[config.mk]
export PLATFORM = sky130hd
export DESIGN_NAME = serial_tx_control_regs
export DESIGN_NICKNAME = d
export VERILOG_FILES = /design/src/common/txctl_pkg.sv /design/src/common/tx_path_if.sv /design/src/design/tx_shifter.sv /design/src/design/tx_crc.sv /design/src/design/serial_tx_control_regs.sv
export VERILOG_INCLUDE_DIRS = /design/src /design/src/common
export SDC_FILE = /design/constraint.sdc
export NUM_CORES = 1
export LEC_CHECK = 0
export BUFFER_PORTS_ARGS = -buffer_cell sky130_fd_sc_hd__buf_2
export CAP_MARGIN = 20
export CORE_MARGIN = 3
export CORE_UTILIZATION = 62
export DETAILED_ROUTE_END_ITERATION = 6
export PLACE_DENSITY = 0.9
export SETUP_SLACK_MARGIN = 0.05
export SYNTH_ARGS = -nofsm -noshare
export SYNTH_HDL_FRONTEND = slang
export SYNTH_SLANG_ARGS = --single-unit
[constraint.sdc]
create_clock -name core_clk -period 7.55 [get_ports core_clk]
set_clock_uncertainty 0.2 [all_clocks]
set_input_delay 0.755 -clock core_clk [delete_from_list [all_inputs] [get_ports core_clk]]
set_output_delay 0.755 -clock core_clk [all_outputs]
set_load 0.005 [all_outputs]
[src/common/txctl_map.svh]
// Offsets, field positions, reset values and timing counts of the transmit control block
`ifndef TXCTL_MAP_SVH
`define TXCTL_MAP_SVH

// ----------------------------------------
// Write offsets
// ----------------------------------------
`define W_TXDATA      4'h0
`define W_TXRX        4'h1
`define W_MODES       4'h2
`define W_TXCTL       4'h3
`define W_SYNC1       4'h4
`define W_SYNC2       4'h5
`define W_CODING      4'h6
`define W_MISC        4'h7
`define W_SELECT      4'h8
`define W_CMD         4'h9

// ----------------------------------------
// Read offsets
// ----------------------------------------
`define R_STATUS      4'h0
`define R_TXRX        4'h1
`define R_MODES       4'h2
`define R_TXCTL       4'h3
`define R_OPTS        4'h5
`define R_CODING      4'h6

// ----------------------------------------
// Field positions and encodings
// ----------------------------------------
`define TC_DTR        7
`define TC_LEN_HI     6
`define TC_LEN_LO     5
`define TC_BREAK      4
`define TC_EN         3
`define TC_POLY       2
`define TC_RTS        1
`define TC_CRC        0
`define LEN_5LESS     2'h0
`define LEN_7         2'h1
`define LEN_6         2'h2
`define LEN_8         2'h3
`define MM_STOP_HI    3
`define MM_STOP_LO    2
`define MM_SYNC_HI    5
`define MM_SYNC_LO    4
`define STOP_SYNC     2'h0
`define STOP_ONE      2'h1
`define SM_MONO       2'h0
`define SM_BI         2'h1
`define SM_SDLC       2'h2
`define TR_AUTO_EN    5
`define CC_PRESET     7
`define CC_ABORT      2
`define MC_REQ        2
`define MC_ECHO       3
`define MC_LOOP       4
`define OP_EXT        6
`define OP_FIFO       5
`define OP_REQT       4
`define OP_ARTS       2
`define SEL_OPT       0
`define CMD_CHRST     0

// ----------------------------------------
// Reset values, polynomials, timing
// ----------------------------------------
`define MODES_RST     8'h04
`define POLY_CRC16    16'ha001
`define POLY_LINK     16'h8408
`define PCLK_NS       40
`define REQ_DELAY_PCLK 4
`define REQ_DELAY_CYC 3'((`REQ_DELAY_PCLK * `PCLK_NS + `PCLK_NS - 1) / `PCLK_NS)

`endif

[src/common/txctl_pkg.sv]
// Types shared by the transmit control block and its helpers
package txctl_pkg;
  typedef enum logic [4:0] {
    ST_IDLE   = 5'h01,
    ST_DATA   = 5'h02,
    ST_CRC_LO = 5'h04,
    ST_CRC_HI = 5'h08,
    ST_FILL   = 5'h10
  } tx_state_t;

  typedef struct packed {
    logic [15:0] shift;
    logic [4:0]  cnt;
    logic        busy;
    logic        done;
  } shift_state_t;

  typedef struct packed {
    logic txc_s1, txc_s2, txc_d, rxd_s1, rxd_s2;
    logic [7:0] txrx, modes, txctl, sync1, sync2, opts, coding, misc, select;
    logic [7:0] entry, inner;
    logic entry_full, inner_full;
    tx_state_t st;
    logic load, crc_inc, crc_preset, closing, rts_hold, rts_arm;
    logic [15:0] value;
    logic [4:0]  nbits;
    logic [2:0]  req_cnt;
    logic req_act, txd, rts_n, dtr_req_n, tx_req;
    logic [7:0] rdata;
  } ctrl_state_t;
endpackage

[src/common/tx_path_if.sv]
// Path between the transmit controller, its shift register and its CRC generator
`timescale 1ns/1ns
interface tx_path_if;
  logic        tick;
  logic        load;
  logic [15:0] value;
  logic [4:0]  nbits;
  logic        busy;
  logic        done;
  logic        bit_out;
  logic        crc_preset;
  logic        preset_ones;
  logic        poly_sel;
  logic        crc_upd;
  logic [15:0] crc;
  modport ctrl (output tick, load, value, nbits, crc_preset, preset_ones, poly_sel, crc_upd,
                input busy, done, bit_out, crc);
  modport shifter (input tick, load, value, nbits, output busy, done, bit_out);
  modport crc_gen (input crc_preset, preset_ones, poly_sel, crc_upd, bit_out, output crc);
endinterface

[src/design/tx_shifter.sv]
// Transmit shift register, one bit per transmit clock tick, LSB first
`timescale 1ns/1ns
module tx_shifter (
  // Clock and reset
  input wire logic   core_clk,
  input wire logic   rst,
  // Controller side
  tx_path_if.shifter path
);
  txctl_pkg::shift_state_t r;
  txctl_pkg::shift_state_t next_r;

  // Load wins over a tick; the controller only loads while idle
  always_comb begin
    next_r = r;
    next_r.done = 1'b0;
    if (path.load) begin
      next_r.shift = path.value;
      next_r.cnt = path.nbits;
      next_r.busy = 1'b1;
    end else if (path.tick && r.busy) begin
      next_r.shift = {1'b1, r.shift[15:1]};
      next_r.cnt = r.cnt - 5'h01;
      if (r.cnt == 5'h01) begin
        next_r.busy = 1'b0;
        next_r.done = 1'b1;
      end
    end
  end

  // State register
  always_ff @(posedge core_clk or posedge rst) begin
    if (rst) begin
      r <= '0;
    end else begin
      r <= next_r;
    end
  end

  // Idle line marks
  assign path.busy = r.busy;
  assign path.done = r.done;
  assign path.bit_out = r.busy ? r.shift[0] : 1'b1;
endmodule

[src/design/tx_crc.sv]
// Bit-serial transmit CRC generator, reflected form
`timescale 1ns/1ns
`include "txctl_map.svh"
module tx_crc (
  // Clock and reset
  input wire logic   core_clk,
  input wire logic   rst,
  // Controller side
  tx_path_if.crc_gen path
);
  logic [15:0] r;
  logic [15:0] next_r;
  logic [15:0] poly;
  logic        fb;

  // Preset takes priority over an update in the same cycle
  always_comb begin
    poly = path.poly_sel ? `POLY_CRC16 : `POLY_LINK;
    fb = r[0] ^ path.bit_out;
    next_r = r;
    if (path.crc_preset) begin
      next_r = path.preset_ones ? 16'hffff : 16'h0000;
    end else if (path.crc_upd) begin
      next_r = {1'b0, r[15:1]} ^ (fb ? poly : 16'h0000);
    end
  end

  // State register
  always_ff @(posedge core_clk or posedge rst) begin
    if (rst) begin
      r <= 16'h0000;
    end else begin
      r <= next_r;
    end
  end

  assign path.crc = r;
endmodule

[src/design/serial_tx_control_regs.sv]
// Transmit control and option registers with the transmit line sequencer
// ----------------------------------------
// Behaviour
// RULE1 - In modem mode terminal-ready pin is low when its bit is one.
// RULE2 - Two-bit length field picks five-or-less, seven, six or eight bits.
// RULE3 - Five-or-less: ones over three zeros mark one to five data bits.
// RULE4 - Unused high bits are ignored at six or seven bits.
// RULE5 - Break drives zeros from the next transmit clock, even when disabled.
// RULE6 - Monosync loop mode clears break when receiver reaches sync.
// RULE7 - Transmitter disabled sends ones, except echo or loop; the code excepts echo only, loop mode still sends ones.
// RULE8 - Disable mid-character finishes it; CRC becomes sync or flag.
// RULE9 - Channel or hardware reset clears ready, break, enable, request bits.
// RULE10 - One bit picks CRC-16 or link polynomial; bit-oriented uses link.
// RULE11 - CRC presets to zeros or ones from a coding register bit.
// RULE12 - Request-to-send pin low when bit is one; follows bit in sync.
// RULE13 - Async auto enable holds request low until last stop bit leaves.
// RULE14 - Bit-oriented auto release at closing flag end on rising clock.
// RULE15 - CRC covers characters loaded with CRC enable; append on underrun too.
// RULE16 - First sync register: mono sync, first sync byte, station address.
// RULE17 - Station address is never inserted into frames automatically.
// RULE18 - Second sync register: receive sync, last bisync byte, flag.
// RULE19 - Option register shares the second sync address; survives channel reset.
// RULE20 - Host writes zero to option bit seven.
// RULE21 - Extended read returns five written registers at five read addresses.
// RULE22 - FIFO level bit picks fully empty or entry empty for requests.
// RULE23 - Request timing bit picks fast or four-clock pin deactivation.
// RULE24 - Character length is sampled when a character enters the shifter.
// ----------------------------------------
`timescale 1ns/1ns
`include "txctl_map.svh"
module serial_tx_control_regs (
  // Clock and reset
  input  wire logic       core_clk,
  input  wire logic       rst,
  // Register port
  input  wire logic [3:0] addr,
  input  wire logic [7:0] wdata,
  input  wire logic       wr,
  input  wire logic       rd,
  output logic      [7:0] rdata,
  // Serial link pins
  input  wire logic       txc,
  input  wire logic       rxd,
  output logic            txd,
  output logic            rts_n,
  output logic            dtr_req_n,
  // Receiver status and transfer request
  input  wire logic       rx_char_sync,
  output logic            tx_req
);
  txctl_pkg::ctrl_state_t r;
  txctl_pkg::ctrl_state_t next_r;
  tx_path_if path ();

  logic [20:0] fmt;
  logic        tick;
  logic        rise;
  logic        sync_m;
  logic        sdlc;
  logic        tx_en;
  logic        can_go;
  logic        req_cond;
  logic        fifo_empty;
  logic [15:0] fill_value;
  logic [4:0]  fill_bits;

  // ----------------------------------------
  // Character formatting
  // ----------------------------------------
  // Returns {bit count, line value}; start and stop bits added in async mode
  function automatic logic [20:0] char_format(input logic [7:0] d, input logic [1:0] len,
                                              input logic async_m, input logic two_stop);
    logic [3:0]  n;
    logic [7:0]  mask;
    logic [15:0] v;
    logic [4:0]  total;
    begin
      n = 4'h8;
      unique case (len)
        `LEN_8: n = 4'h8;
        `LEN_7: n = 4'h7;
        `LEN_6: n = 4'h6;
        `LEN_5LESS: begin
          if (d[7:1] == 7'h78) n = 4'h1; // RULE3
          else if (d[7:2] == 6'h38) n = 4'h2; // RULE3
          else if (d[7:3] == 5'h18) n = 4'h3; // RULE3
          else if (d[7:4] == 4'h8) n = 4'h4; // RULE3
          else n = 4'h5; // RULE3
        end
      endcase
      mask = ~(8'hff << n);
      // Bits above the character read as ones so stop bits come for free
      v = {8'hff, (d & mask) | ~mask}; // RULE4
      total = {1'b0, n};
      if (async_m) begin
        v = {v[14:0], 1'b0};
        total = total + (two_stop ? 5'h3 : 5'h2);
      end
      char_format = {total, v};
    end
  endfunction

  // ----------------------------------------
  // Decoded conditions
  // ----------------------------------------
  // Edges of the synchronised transmit clock
  assign tick = r.txc_d & ~r.txc_s2;
  assign rise = ~r.txc_d & r.txc_s2;
  assign sync_m = r.modes[`MM_STOP_HI:`MM_STOP_LO] == `STOP_SYNC;
  assign sdlc = sync_m && (r.modes[`MM_SYNC_HI:`MM_SYNC_LO] == `SM_SDLC);
  assign tx_en = r.txctl[`TC_EN];
  assign can_go = ~path.busy & ~r.load;
  assign fifo_empty = ~r.entry_full & ~r.inner_full;
  // Length sampled at load time only
  assign fmt = char_format(r.inner, r.txctl[`TC_LEN_HI:`TC_LEN_LO], ~sync_m,
                           r.modes[`MM_STOP_HI:`MM_STOP_LO] != `STOP_ONE); // RULE2 RULE24

  // Time fill: flag, sixteen-bit sync, or single sync character
  always_comb begin
    if (sdlc) begin
      fill_value = {8'hff, r.sync2}; // RULE18
      fill_bits = 5'h08;
    end else if (r.modes[`MM_SYNC_HI:`MM_SYNC_LO] == `SM_BI) begin
      fill_value = {r.sync2, r.sync1}; // RULE16 RULE18
      fill_bits = 5'h10;
    end else begin
      fill_value = {8'hff, r.sync1}; // RULE16
      fill_bits = 5'h08;
    end
  end

  // Request condition follows the chosen FIFO level
  assign req_cond = tx_en & (r.opts[`OP_FIFO] ? fifo_empty : ~r.entry_full); // RULE22

  // ----------------------------------------
  // Path to shifter and CRC generator
  // ----------------------------------------
  assign path.tick = tick;
  assign path.load = r.load;
  assign path.value = r.value;
  assign path.nbits = r.nbits;
  assign path.crc_preset = r.crc_preset;
  assign path.preset_ones = r.coding[`CC_PRESET]; // RULE11
  // Bit-oriented framing always uses the link polynomial
  assign path.poly_sel = r.txctl[`TC_POLY] & ~sdlc; // RULE10
  assign path.crc_upd = tick & path.busy & r.crc_inc; // RULE15

  tx_shifter u_shifter (
    .core_clk (core_clk),
    .rst      (rst),
    .path     (path.shifter)
  );

  tx_crc u_crc (
    .core_clk (core_clk),
    .rst      (rst),
    .path     (path.crc_gen)
  );

  // ----------------------------------------
  // Next-state logic
  // ----------------------------------------
  always_comb begin
    next_r = r;
    next_r.txc_s1 = txc;
    next_r.txc_s2 = r.txc_s1;
    next_r.txc_d = r.txc_s2;
    next_r.rxd_s1 = rxd;
    next_r.rxd_s2 = r.rxd_s1;
    next_r.load = 1'b0;
    next_r.crc_preset = 1'b0;
    next_r.rdata = 8'h00;

    // Buffer entry drains into the inner slot first; a write below refills it
    if (r.entry_full && !r.inner_full) begin
      next_r.inner = r.entry;
      next_r.inner_full = 1'b1;
      next_r.entry_full = 1'b0;
    end

    // Character sequencer, only while the shifter is idle
    if (can_go) begin
      unique case (r.st)
        txctl_pkg::ST_IDLE, txctl_pkg::ST_DATA, txctl_pkg::ST_FILL: begin
          if (tx_en && r.inner_full) begin
            // Frame bytes, address included, come only from the host
            next_r.load = 1'b1; // RULE17
            next_r.value = fmt[15:0];
            next_r.nbits = fmt[20:16];
            next_r.crc_inc = r.txctl[`TC_CRC]; // RULE15
            next_r.inner_full = 1'b0;
            next_r.closing = 1'b0;
            next_r.st = txctl_pkg::ST_DATA;
          end else if (tx_en && sync_m && r.st == txctl_pkg::ST_DATA && r.txctl[`TC_CRC]) begin
            // Underrun with CRC enabled appends the CRC
            next_r.load = 1'b1; // RULE15
            next_r.value = {8'hff, path.crc[7:0]};
            next_r.nbits = 5'h08;
            next_r.crc_inc = 1'b0;
            next_r.st = txctl_pkg::ST_CRC_LO;
          end else if (tx_en && sync_m) begin
            next_r.load = 1'b1;
            next_r.value = fill_value;
            next_r.nbits = fill_bits;
            next_r.crc_inc = 1'b0;
            next_r.crc_preset = 1'b1; // RULE11
            next_r.closing = sdlc && r.st == txctl_pkg::ST_DATA;
            next_r.st = txctl_pkg::ST_FILL;
          end else begin
            // Disabled, or async with nothing queued: nothing new is loaded so the idle shifter marks
            next_r.crc_inc = 1'b0; // RULE7
            next_r.crc_preset = 1'b1;
            next_r.st = txctl_pkg::ST_IDLE;
          end
        end
        txctl_pkg::ST_CRC_LO: begin
          next_r.load = 1'b1;
          if (tx_en) begin
            next_r.value = {8'hff, path.crc[15:8]};
            next_r.nbits = 5'h08;
            next_r.st = txctl_pkg::ST_CRC_HI;
          end else begin
            // Disabled during CRC: a fill replaces the remaining CRC byte
            next_r.value = fill_value; // RULE8
            next_r.nbits = fill_bits;
            next_r.crc_preset = 1'b1;
            next_r.closing = sdlc;
            next_r.st = txctl_pkg::ST_FILL;
          end
        end
        txctl_pkg::ST_CRC_HI: begin
          next_r.load = 1'b1;
          next_r.value = fill_value; // RULE8
          next_r.nbits = fill_bits;
          next_r.crc_preset = 1'b1;
          next_r.closing = sdlc;
          next_r.st = txctl_pkg::ST_FILL;
        end
      endcase
    end

    // Register writes
    if (wr) begin
      case (addr)
        `W_TXDATA: begin
          next_r.entry = wdata;
          next_r.entry_full = 1'b1;
        end
        `W_TXRX: next_r.txrx = wdata;
        `W_MODES: next_r.modes = wdata;
        `W_TXCTL: next_r.txctl = wdata;
        `W_SYNC1: next_r.sync1 = wdata; // RULE16
        `W_SYNC2: begin
          // Same offset, steered by the selection bit
          if (r.select[`SEL_OPT]) next_r.opts = {1'b0, wdata[6:0]}; // RULE19 RULE20
          else next_r.sync2 = wdata; // RULE18
        end
        `W_CODING: next_r.coding = wdata;
        `W_MISC: next_r.misc = wdata;
        `W_SELECT: next_r.select = wdata;
        `W_CMD: begin
          // Channel reset leaves the option register untouched
          if (wdata[`CMD_CHRST]) begin
            next_r.txctl[`TC_DTR] = 1'b0; // RULE9
            next_r.txctl[`TC_BREAK] = 1'b0; // RULE9
            next_r.txctl[`TC_EN] = 1'b0; // RULE9
            next_r.txctl[`TC_RTS] = 1'b0; // RULE9
          end
        end
        default: begin
        end
      endcase
    end

    // Receiver sync ends break in monosync loop operation
    if (r.txctl[`TC_BREAK] && r.misc[`MC_LOOP] && sync_m && rx_char_sync
        && r.modes[`MM_SYNC_HI:`MM_SYNC_LO] == `SM_MONO) begin
      next_r.txctl[`TC_BREAK] = 1'b0; // RULE6
    end

    // Line driven once per transmit clock; break overrides data in flight
    if (tick) begin
      if (r.txctl[`TC_BREAK]) next_r.txd = 1'b0; // RULE5
      else if (r.misc[`MC_ECHO]) next_r.txd = r.rxd_s2;
      else next_r.txd = path.bit_out; // RULE7
    end

    // Request-to-send hold and automatic release
    if (next_r.txctl[`TC_RTS]) begin
      next_r.rts_hold = 1'b1;
      next_r.rts_arm = 1'b0;
    end else if (r.rts_hold) begin
      if (!sync_m && r.txrx[`TR_AUTO_EN]) begin
        // Released one tick after the last stop bit went out
        if (tick && can_go && fifo_empty && !path.busy) next_r.rts_hold = 1'b0; // RULE13
      end else if (sdlc && !r.coding[`CC_ABORT] && r.opts[`OP_ARTS]) begin
        if (path.done && r.closing) next_r.rts_arm = 1'b1; // RULE14
        if (r.rts_arm && rise) next_r.rts_hold = 1'b0; // RULE14
      end else begin
        next_r.rts_hold = 1'b0; // RULE12
      end
    end
    next_r.rts_n = ~(next_r.txctl[`TC_RTS] | next_r.rts_hold); // RULE12

    // Request pin: a data write ends it at once or after four clocks
    if (wr && addr == `W_TXDATA) begin
      if (r.opts[`OP_REQT]) next_r.req_act = 1'b0; // RULE23
      else next_r.req_cnt = `REQ_DELAY_CYC; // RULE23
    end else if (r.req_cnt != 3'h0) begin
      next_r.req_cnt = r.req_cnt - 3'h1;
      if (r.req_cnt == 3'h1) next_r.req_act = 1'b0; // RULE23
    end else if (req_cond) begin
      next_r.req_act = 1'b1; // RULE22
    end
    next_r.tx_req = req_cond; // RULE22
    next_r.dtr_req_n = r.misc[`MC_REQ] ? ~next_r.req_act : ~next_r.txctl[`TC_DTR]; // RULE1

    // Read data stand for the one cycle after the strobe
    if (rd) begin
      case (addr)
        `R_STATUS: next_r.rdata = {3'h0, r.rts_hold, r.st == txctl_pkg::ST_IDLE && !path.busy,
                                   path.busy, fifo_empty, ~r.entry_full};
        `R_TXRX: next_r.rdata = r.opts[`OP_EXT] ? r.txrx : 8'h00; // RULE21
        `R_MODES: next_r.rdata = r.opts[`OP_EXT] ? r.modes : 8'h00; // RULE21
        `R_TXCTL: next_r.rdata = r.opts[`OP_EXT] ? r.txctl : 8'h00; // RULE21
        `R_OPTS: next_r.rdata = r.opts[`OP_EXT] ? r.opts : 8'h00; // RULE21
        `R_CODING: next_r.rdata = r.opts[`OP_EXT] ? r.coding : 8'h00; // RULE21
        default: next_r.rdata = 8'h00;
      endcase
    end
  end

  // ----------------------------------------
  // State register
  // ----------------------------------------
  // Hardware reset clears everything but modes and state, options included, and parks pins high
  always_ff @(posedge core_clk or posedge rst) begin
    if (rst) begin
      r <= '0; // RULE9
      r.modes <= `MODES_RST;
      r.st <= txctl_pkg::ST_IDLE;
      r.txd <= 1'b1;
      r.rts_n <= 1'b1;
      r.dtr_req_n <= 1'b1;
    end else begin
      r <= next_r;
    end
  end

  // Outputs straight from the state register
  assign rdata = r.rdata;
  assign txd = r.txd;
  assign rts_n = r.rts_n;
  assign dtr_req_n = r.dtr_req_n;
  assign tx_req = r.tx_req;
endmodule

* After elaboration in Yosys (flattened, before gate mapping)
Index checks and enable logic that the tools add are counted.
Storage, ports and cells: register bits 181, bits in latches 0, bits in writable memories 0, bits in read-only memories 0, input bits 19, output and inout port bits 12, logic and storage cells 258, memories 0
Operators by class: $add $sub $neg 3, multiply operators 0, div/mod/pow operators 0, magnitude comparators 0, equality and inequality tests 34, shifts and indexed selects 1, mux-type cells 92, bitwise operators 26, reductions and logical operators 60
Operators with widths (number):
- 16-bit two-way mux | 7
- 8-bit two-way mux | 11
- 21-bit two-way mux | 4
- 64-bit two-way mux | 1
- 21-bit one-hot mux with 3 select lines | 1
- 8-bit one-hot mux with 6 select lines | 1
- 1-bit two-way mux | 33
- 7-bit two-way mux | 4
- 5-bit two-way mux | 5
- 2-bit AND reduction | 12
- 23-bit two-way mux | 1
- 1-bit logical AND | 22
- 22-bit two-way mux | 1
- 6-bit one-hot mux with 3 select lines | 1
- 2-bit nonzero test | 9
- 4-bit by 3-bit equality test with 1-bit output (second input constant) | 4
- 2-bit two-way mux | 8
- 8-bit NOT | 2
- 4-bit one-hot mux with 4 select lines | 1
- 15-bit by 16-bit bitwise XOR with 16-bit output | 1
- 3-bit two-way mux | 5
- 14-bit two-way mux | 1
- 4-bit equality test (second input constant) | 3
- 3-bit AND reduction | 4
- other kinds (38) | 74

* Depth between registers and ports, before layout
depth in word-level cells 13, depth in mapped cells 8, gate-level depth less buffers 8

* Cells and area by module
From an unflattened synthesis, not the netlist that was laid out.
Second synthesis, totals: cells, all modules 742, area total of the unflattened synthesis 8235.4 um^2
By module, submodules not included:
- serial_tx_control_regs | times used 1, cells an instance 559, area each 6309.8 um^2, sequential area each 3259.4 um^2
- tx_shifter | times used 1, cells an instance 110, area each 1141.1 um^2, sequential area each 575.6 um^2
- tx_crc | times used 1, cells an instance 73, area each 784.5 um^2, sequential area each 400.4 um^2

* Worst setup path before layout
Ideal clock, no wire load.
kind in2reg, from in addr[2], to reg r, in the netlist path.preset_ones, library setup time 125 ps, data arrival time 2028 ps, required time 7225 ps, path slack 5197 ps, stages on the path 4, path buffers 1, cells stage by stage clkbuf_1 -> nand3b_1 -> nor2_1 -> mux2_2
Between the ends: cells in the longest elaborated chain, start to end 2
Ends and longest elaborated chain:
- start: declaration | RTL line serial_tx_control_regs.sv:36 | input wire logic [3:0] addr,
- 4-bit by 3-bit equality test with 1-bit output | RTL line serial_tx_control_regs.sv:244 | case (addr)
- 2-bit AND reduction (no source line)
- end signal: assignment | RTL line serial_tx_control_regs.sv:346 | r <= next_r;
- end: declaration | RTL line serial_tx_control_regs.sv:51 | txctl_pkg::ctrl_state_t r;
No other way between the ends. A chain may end at the register's enable or synchronous reset.

* Worst setup path in the final report
from reg r, in the netlist path.load, to reg r, in the netlist path.value[13]
Between the ends: cells in the longest elaborated chain, start to end 3
Ends and longest elaborated chain:
- 1-bit NOT | RTL line serial_tx_control_regs.sv:112 | assign can_go = ~path.busy & ~r.load;
- 1-bit bitwise AND | RTL line serial_tx_control_regs.sv:112
- 2-bit AND reduction (no source line)
No other way between the ends.

==> results.txt <==
* Result of the run: finished, final reports clean
* I/O Buffers: 30
- The count of endpoints failing hold in the final timing report was 0.
- Post-synth ARST share: 100.0%
- The initial antenna violation count came to 0.
- Vias post-DR: about 6,200
- Across the whole layout, storage elements account for 4235 um2.
- The region available for standard cell placement spans 12,720 um2.
- On the final layout, the worst hold slack is 0.1537 ns.
* Setup crit start kind: flip-flop
- The synthesized netlist devotes 16.12% of its cell area to compound gates.
- For this configuration, the core starts out at a cell density of between 60% and 70%.
* Routed wire length: 20,830 um
- At the end of routability-driven placement, the weighted congestion stood at 1.017.
- Non-Filler Instances: ~940
- DRC violations left: 0
* Std cell rows: between 40 and 50
- Fill cells in the final layout number 905.
- Met1 Wirelength: 8544 um
- TritonCTS buffer count: 17
- Count of different cell masters after synthesis: 75
- Clock transition time at the flip-flop clock pins of the worst setup and hold paths: ~0.070 ns
- Summing the areas of all and, or, nand and nor instances in the mapped netlist gives 13.76% of the synthesized area.
- Summing the areas of all xor and xnor instances in the mapped netlist gives 0.8646% of the synthesized area.
- Total inserted antenna cells: 0
* Rel. slew slack: 28.47%
- Number of iterations in the first detailed-routing pass: 5
* Main area contributors after synthesis: sky130_fd_sc_hd__dfrtp_1 (51%), sky130_fd_sc_hd__mux2_2 (9.9%), sky130_fd_sc_hd__nand2_1 (5.3%)
* Die outline width: 120.3 um
- The cell area that synthesis handed to floorplanning was 8104 um2.
- Final critical-path required period: ~3.2 ns
* DP Cell Count: 902
- Number of vias per cell after detailed routing: 6.654
- For the pin with the worst max-slew slack, the measured transition is 1.073 ns.
- Remaining Overflow, GRT: 0
- Buffers inserted to repair hold after CTS numbered 0.
* Post-CTS resize count: 0
- Data arrives at the worst endpoint at 3.31 ns.
- Maximum fanout encountered on the critical timing path: 45
* Number of global-route vias before repair: 6,127
* Critical path launch point: path.load$_DFF_PP0_
* Arithmetic-cell share of the synthesized area counting full adders, half adders and majority gates: 1.081%
- Entering global routing, the biggest net connects 90 pins.
- Ratio of final minimum period to clock period: 42.30%
- The detail route stage leaves a number of antenna-violating nets equal to 0.
* Syn_nets: 765
- Area share of the largest cell type after synthesis: between 50% and 60%
- Max-cap violations in this run came to 0.
* Iter 0 DRT Violations: 674
- Of the cells placed in the final design, the portion with a size suffix greater than 1 is 21.44%.
- Of the post-synthesis cell area, the part taken by muxes is 12.77%.
- Setup total negative slack on the finished layout was measured at 0 ns.
* Die area: 14,480 um2
* Average footprint of a synthesized cell: 10.97 um2
- Skew-Pair Late Insertion Delay: 0.44 ns
- The critical path is of the reg2reg type.
- Endpoint kind of the worst setup timing path: flip-flop
- Final net count: 778
- Max Slew Vio Count: 0
- Worst vdd rail ir drop: 0.0002058 V
- In the layout the commonest cells are sky130_fd_sc_hd__dfrtp_1 (164), sky130_fd_sc_hd__nand2_1 (114), sky130_fd_sc_hd__mux2_2 (71).
- Leaving out fill and tap cells, the most frequent cell in the layout is sky130_fd_sc_hd__dfrtp_1.
* Global-route wire length before repair: between 30,000 and 40,000 um
* Standby leakage power: 0.003901 uW
* Cell accounting for the most synthesized area: sky130_fd_sc_hd__dfrtp_1
- Clk buf depth: 2
* Cell count after synthesis: 739
- Summed over all nets, wire length on met3 after detailed routing comes to 1862 um.
- Power Density: 363.4 nW/um2
* Postcts setup bufs: 0
- Unrepaired setup endpoints after global routing: no
- The tree built by TritonCTS fans out to about 170 sinks.
- Dominant combinational cell family by area after synthesis: compound AO/OA/AOI/OAI gates
- Root Buffer Master: sky130_fd_sc_hd__clkbuf_16
- Sequential element share of the synthesized area: 52.26%
- TritonCTS clock tree: yes
- Worst min-delay path startpoint: next_r[141]$_DFF_PP0_
- From synthesis to final layout, the design area changed by 10.28%.
- The wire-length estimate of the detail-placed layout is approximately 15,000 um.
- Met2 WL post-DR: 9752 um
- Required time at the worst-slack endpoint: 7.66 ns
- The highest layer touched by signal routing is met4.
- After detailed routing, the average wire length per cell comes to 22.23 um.
- In this run the number of H-tree levels came out at 4.
- After synthesis the netlist holds a flip-flop and latch count of 169.
* Post-layout power: 3248 uW
- Launching point of the worst reg2reg path: path.load$_DFF_PP0_
- Final Setup Violations: 0
* Maximum clock frequency: approximately 310 MHz
- Aggregate global-route resource usage: slightly above 30%
- Yosys warning total: 0
* Area taken by multi-input logic gates: about 3600 um2
* Hold/Removal Path Class: reg2reg
- Pin placement for this block handled 31 I/O pins.
- The floorplan step set the die height to approximately 120 um.
- Number of enable-type register cells in the synthesized netlist: 0
- Main synth FF type: sky130_fd_sc_hd__dfrtp_1
-- through the flow --
step / util (%) / setup WS [ns] / cell area [um2]
after floorplan: - / 2.028 / 8104
after global placement: 65.19 / 4.650 / 8294
after CTS: 69.91 / 4.490 / 8894
after detailed placement: 65.19 / 4.498 / 8294
after global routing: 70.25 / 4.061 / 8937
final: 70.25 / 4.357 / 8937
-- per-layer routing --
| layer | GRT usage, % | vias to the layer above |
|---|---|---|
| met2 | 46.61 | 329 |
| met1 | 41.20 | 3115 |
| met4 | 13.03 | 0 |
| li1 | - | 2732 |
| met5 | 0 | - |
| met3 | 7.577 | 59 |
-- worst max-delay path, stage by stage, from the launching register on --
cell and delay [ns]:
sky130_fd_sc_hd__dfrtp_1 0.78, sky130_fd_sc_hd__nor2_1 0.74, sky130_fd_sc_hd__o31a_1 0.74, sky130_fd_sc_hd__o2111ai_4 0.32, sky130_fd_sc_hd__o22a_1 0.28
-- area by class of cell --
class	count	share of cell area [%]
Clock buffer	18	4.914
Clock inverter	14	1.792
Inverter	16	0.7280
Multi-Input combinational cell	513	40.43
Sequential cell	169	47.39
Tap cell	172	2.408
Timing Repair Buffer	35	2.338
-- path summary, 6_finish.rpt --
check | endpoint | slack, ns | cells after the start
worst max-delay path | path.value[13]$_DFFE_PP0P_ | 4.36 | 4
worst min-delay path | next_r[140]$_DFF_PP0_ | 0.15 | 0
worst max register to register | path.value[13]$_DFFE_PP0P_ | 4.36 | 4
worst min register to register | next_r[140]$_DFF_PP0_ | 0.15 | 0
max in group asynchronous | dtr_req_n$_DFF_PP1_ | 5.80 | 4
min in group asynchronous | next_r[140]$_DFF_PP0_ | 0.24 | 2
-- cell families after synthesis --
logic type | Yosys count
simple gates | 229
compound gates | 175
fa+ha+maj | 7
mux | 94
flops | 169
buf+inv | 57
xor+xnor | 8
-- synthesized netlist by cell type, drive strengths merged (3+ instances only) --
library cell,number
ha,7
nor2,36
a22o,3
dfrtp,164
xor2,4
clkbuf,26
nand2,114
nand3,4
o21a,4
a221oi,12
nand3b,5
nor3b,6
o22ai,4
a311oi,3
a31oi,14
inv,16
o22a,7
o21ai,34
nand2b,11
a222oi,6
nor2b,8
a22oi,9
or2,3
nor4b,4
nor3,21
mux2i,22
a32o,4
xnor2,4
o2111ai,3
o31ai,13
buf,15
and3,3
mux2,72
a21o,11
dfstp,5
a221o,4
a21oi,22
a2111oi,3
-- registers in the layout, indices dropped and copies added (netlist names) --
register,count
path.load,1
path.value,16
u_shifter.path.busy,1
txd,1
dtr_req_n,1
tx_req,1
path.crc_preset,1
u_shifter.path.done,1
u_shifter.r,21
next_r,3
path.preset_ones,1
rts_n,1
u_crc.path.crc,16
rdata,8
path.nbits,5
r,91
-- report_power, final --
| part | switching, uW | internal [uW] |
|---|---|---|
| combinational | 482 | 379 |
| clock | 374 | 505 |
| sequential | 304 | 1200 |
(Power assumes the default switching activity.)
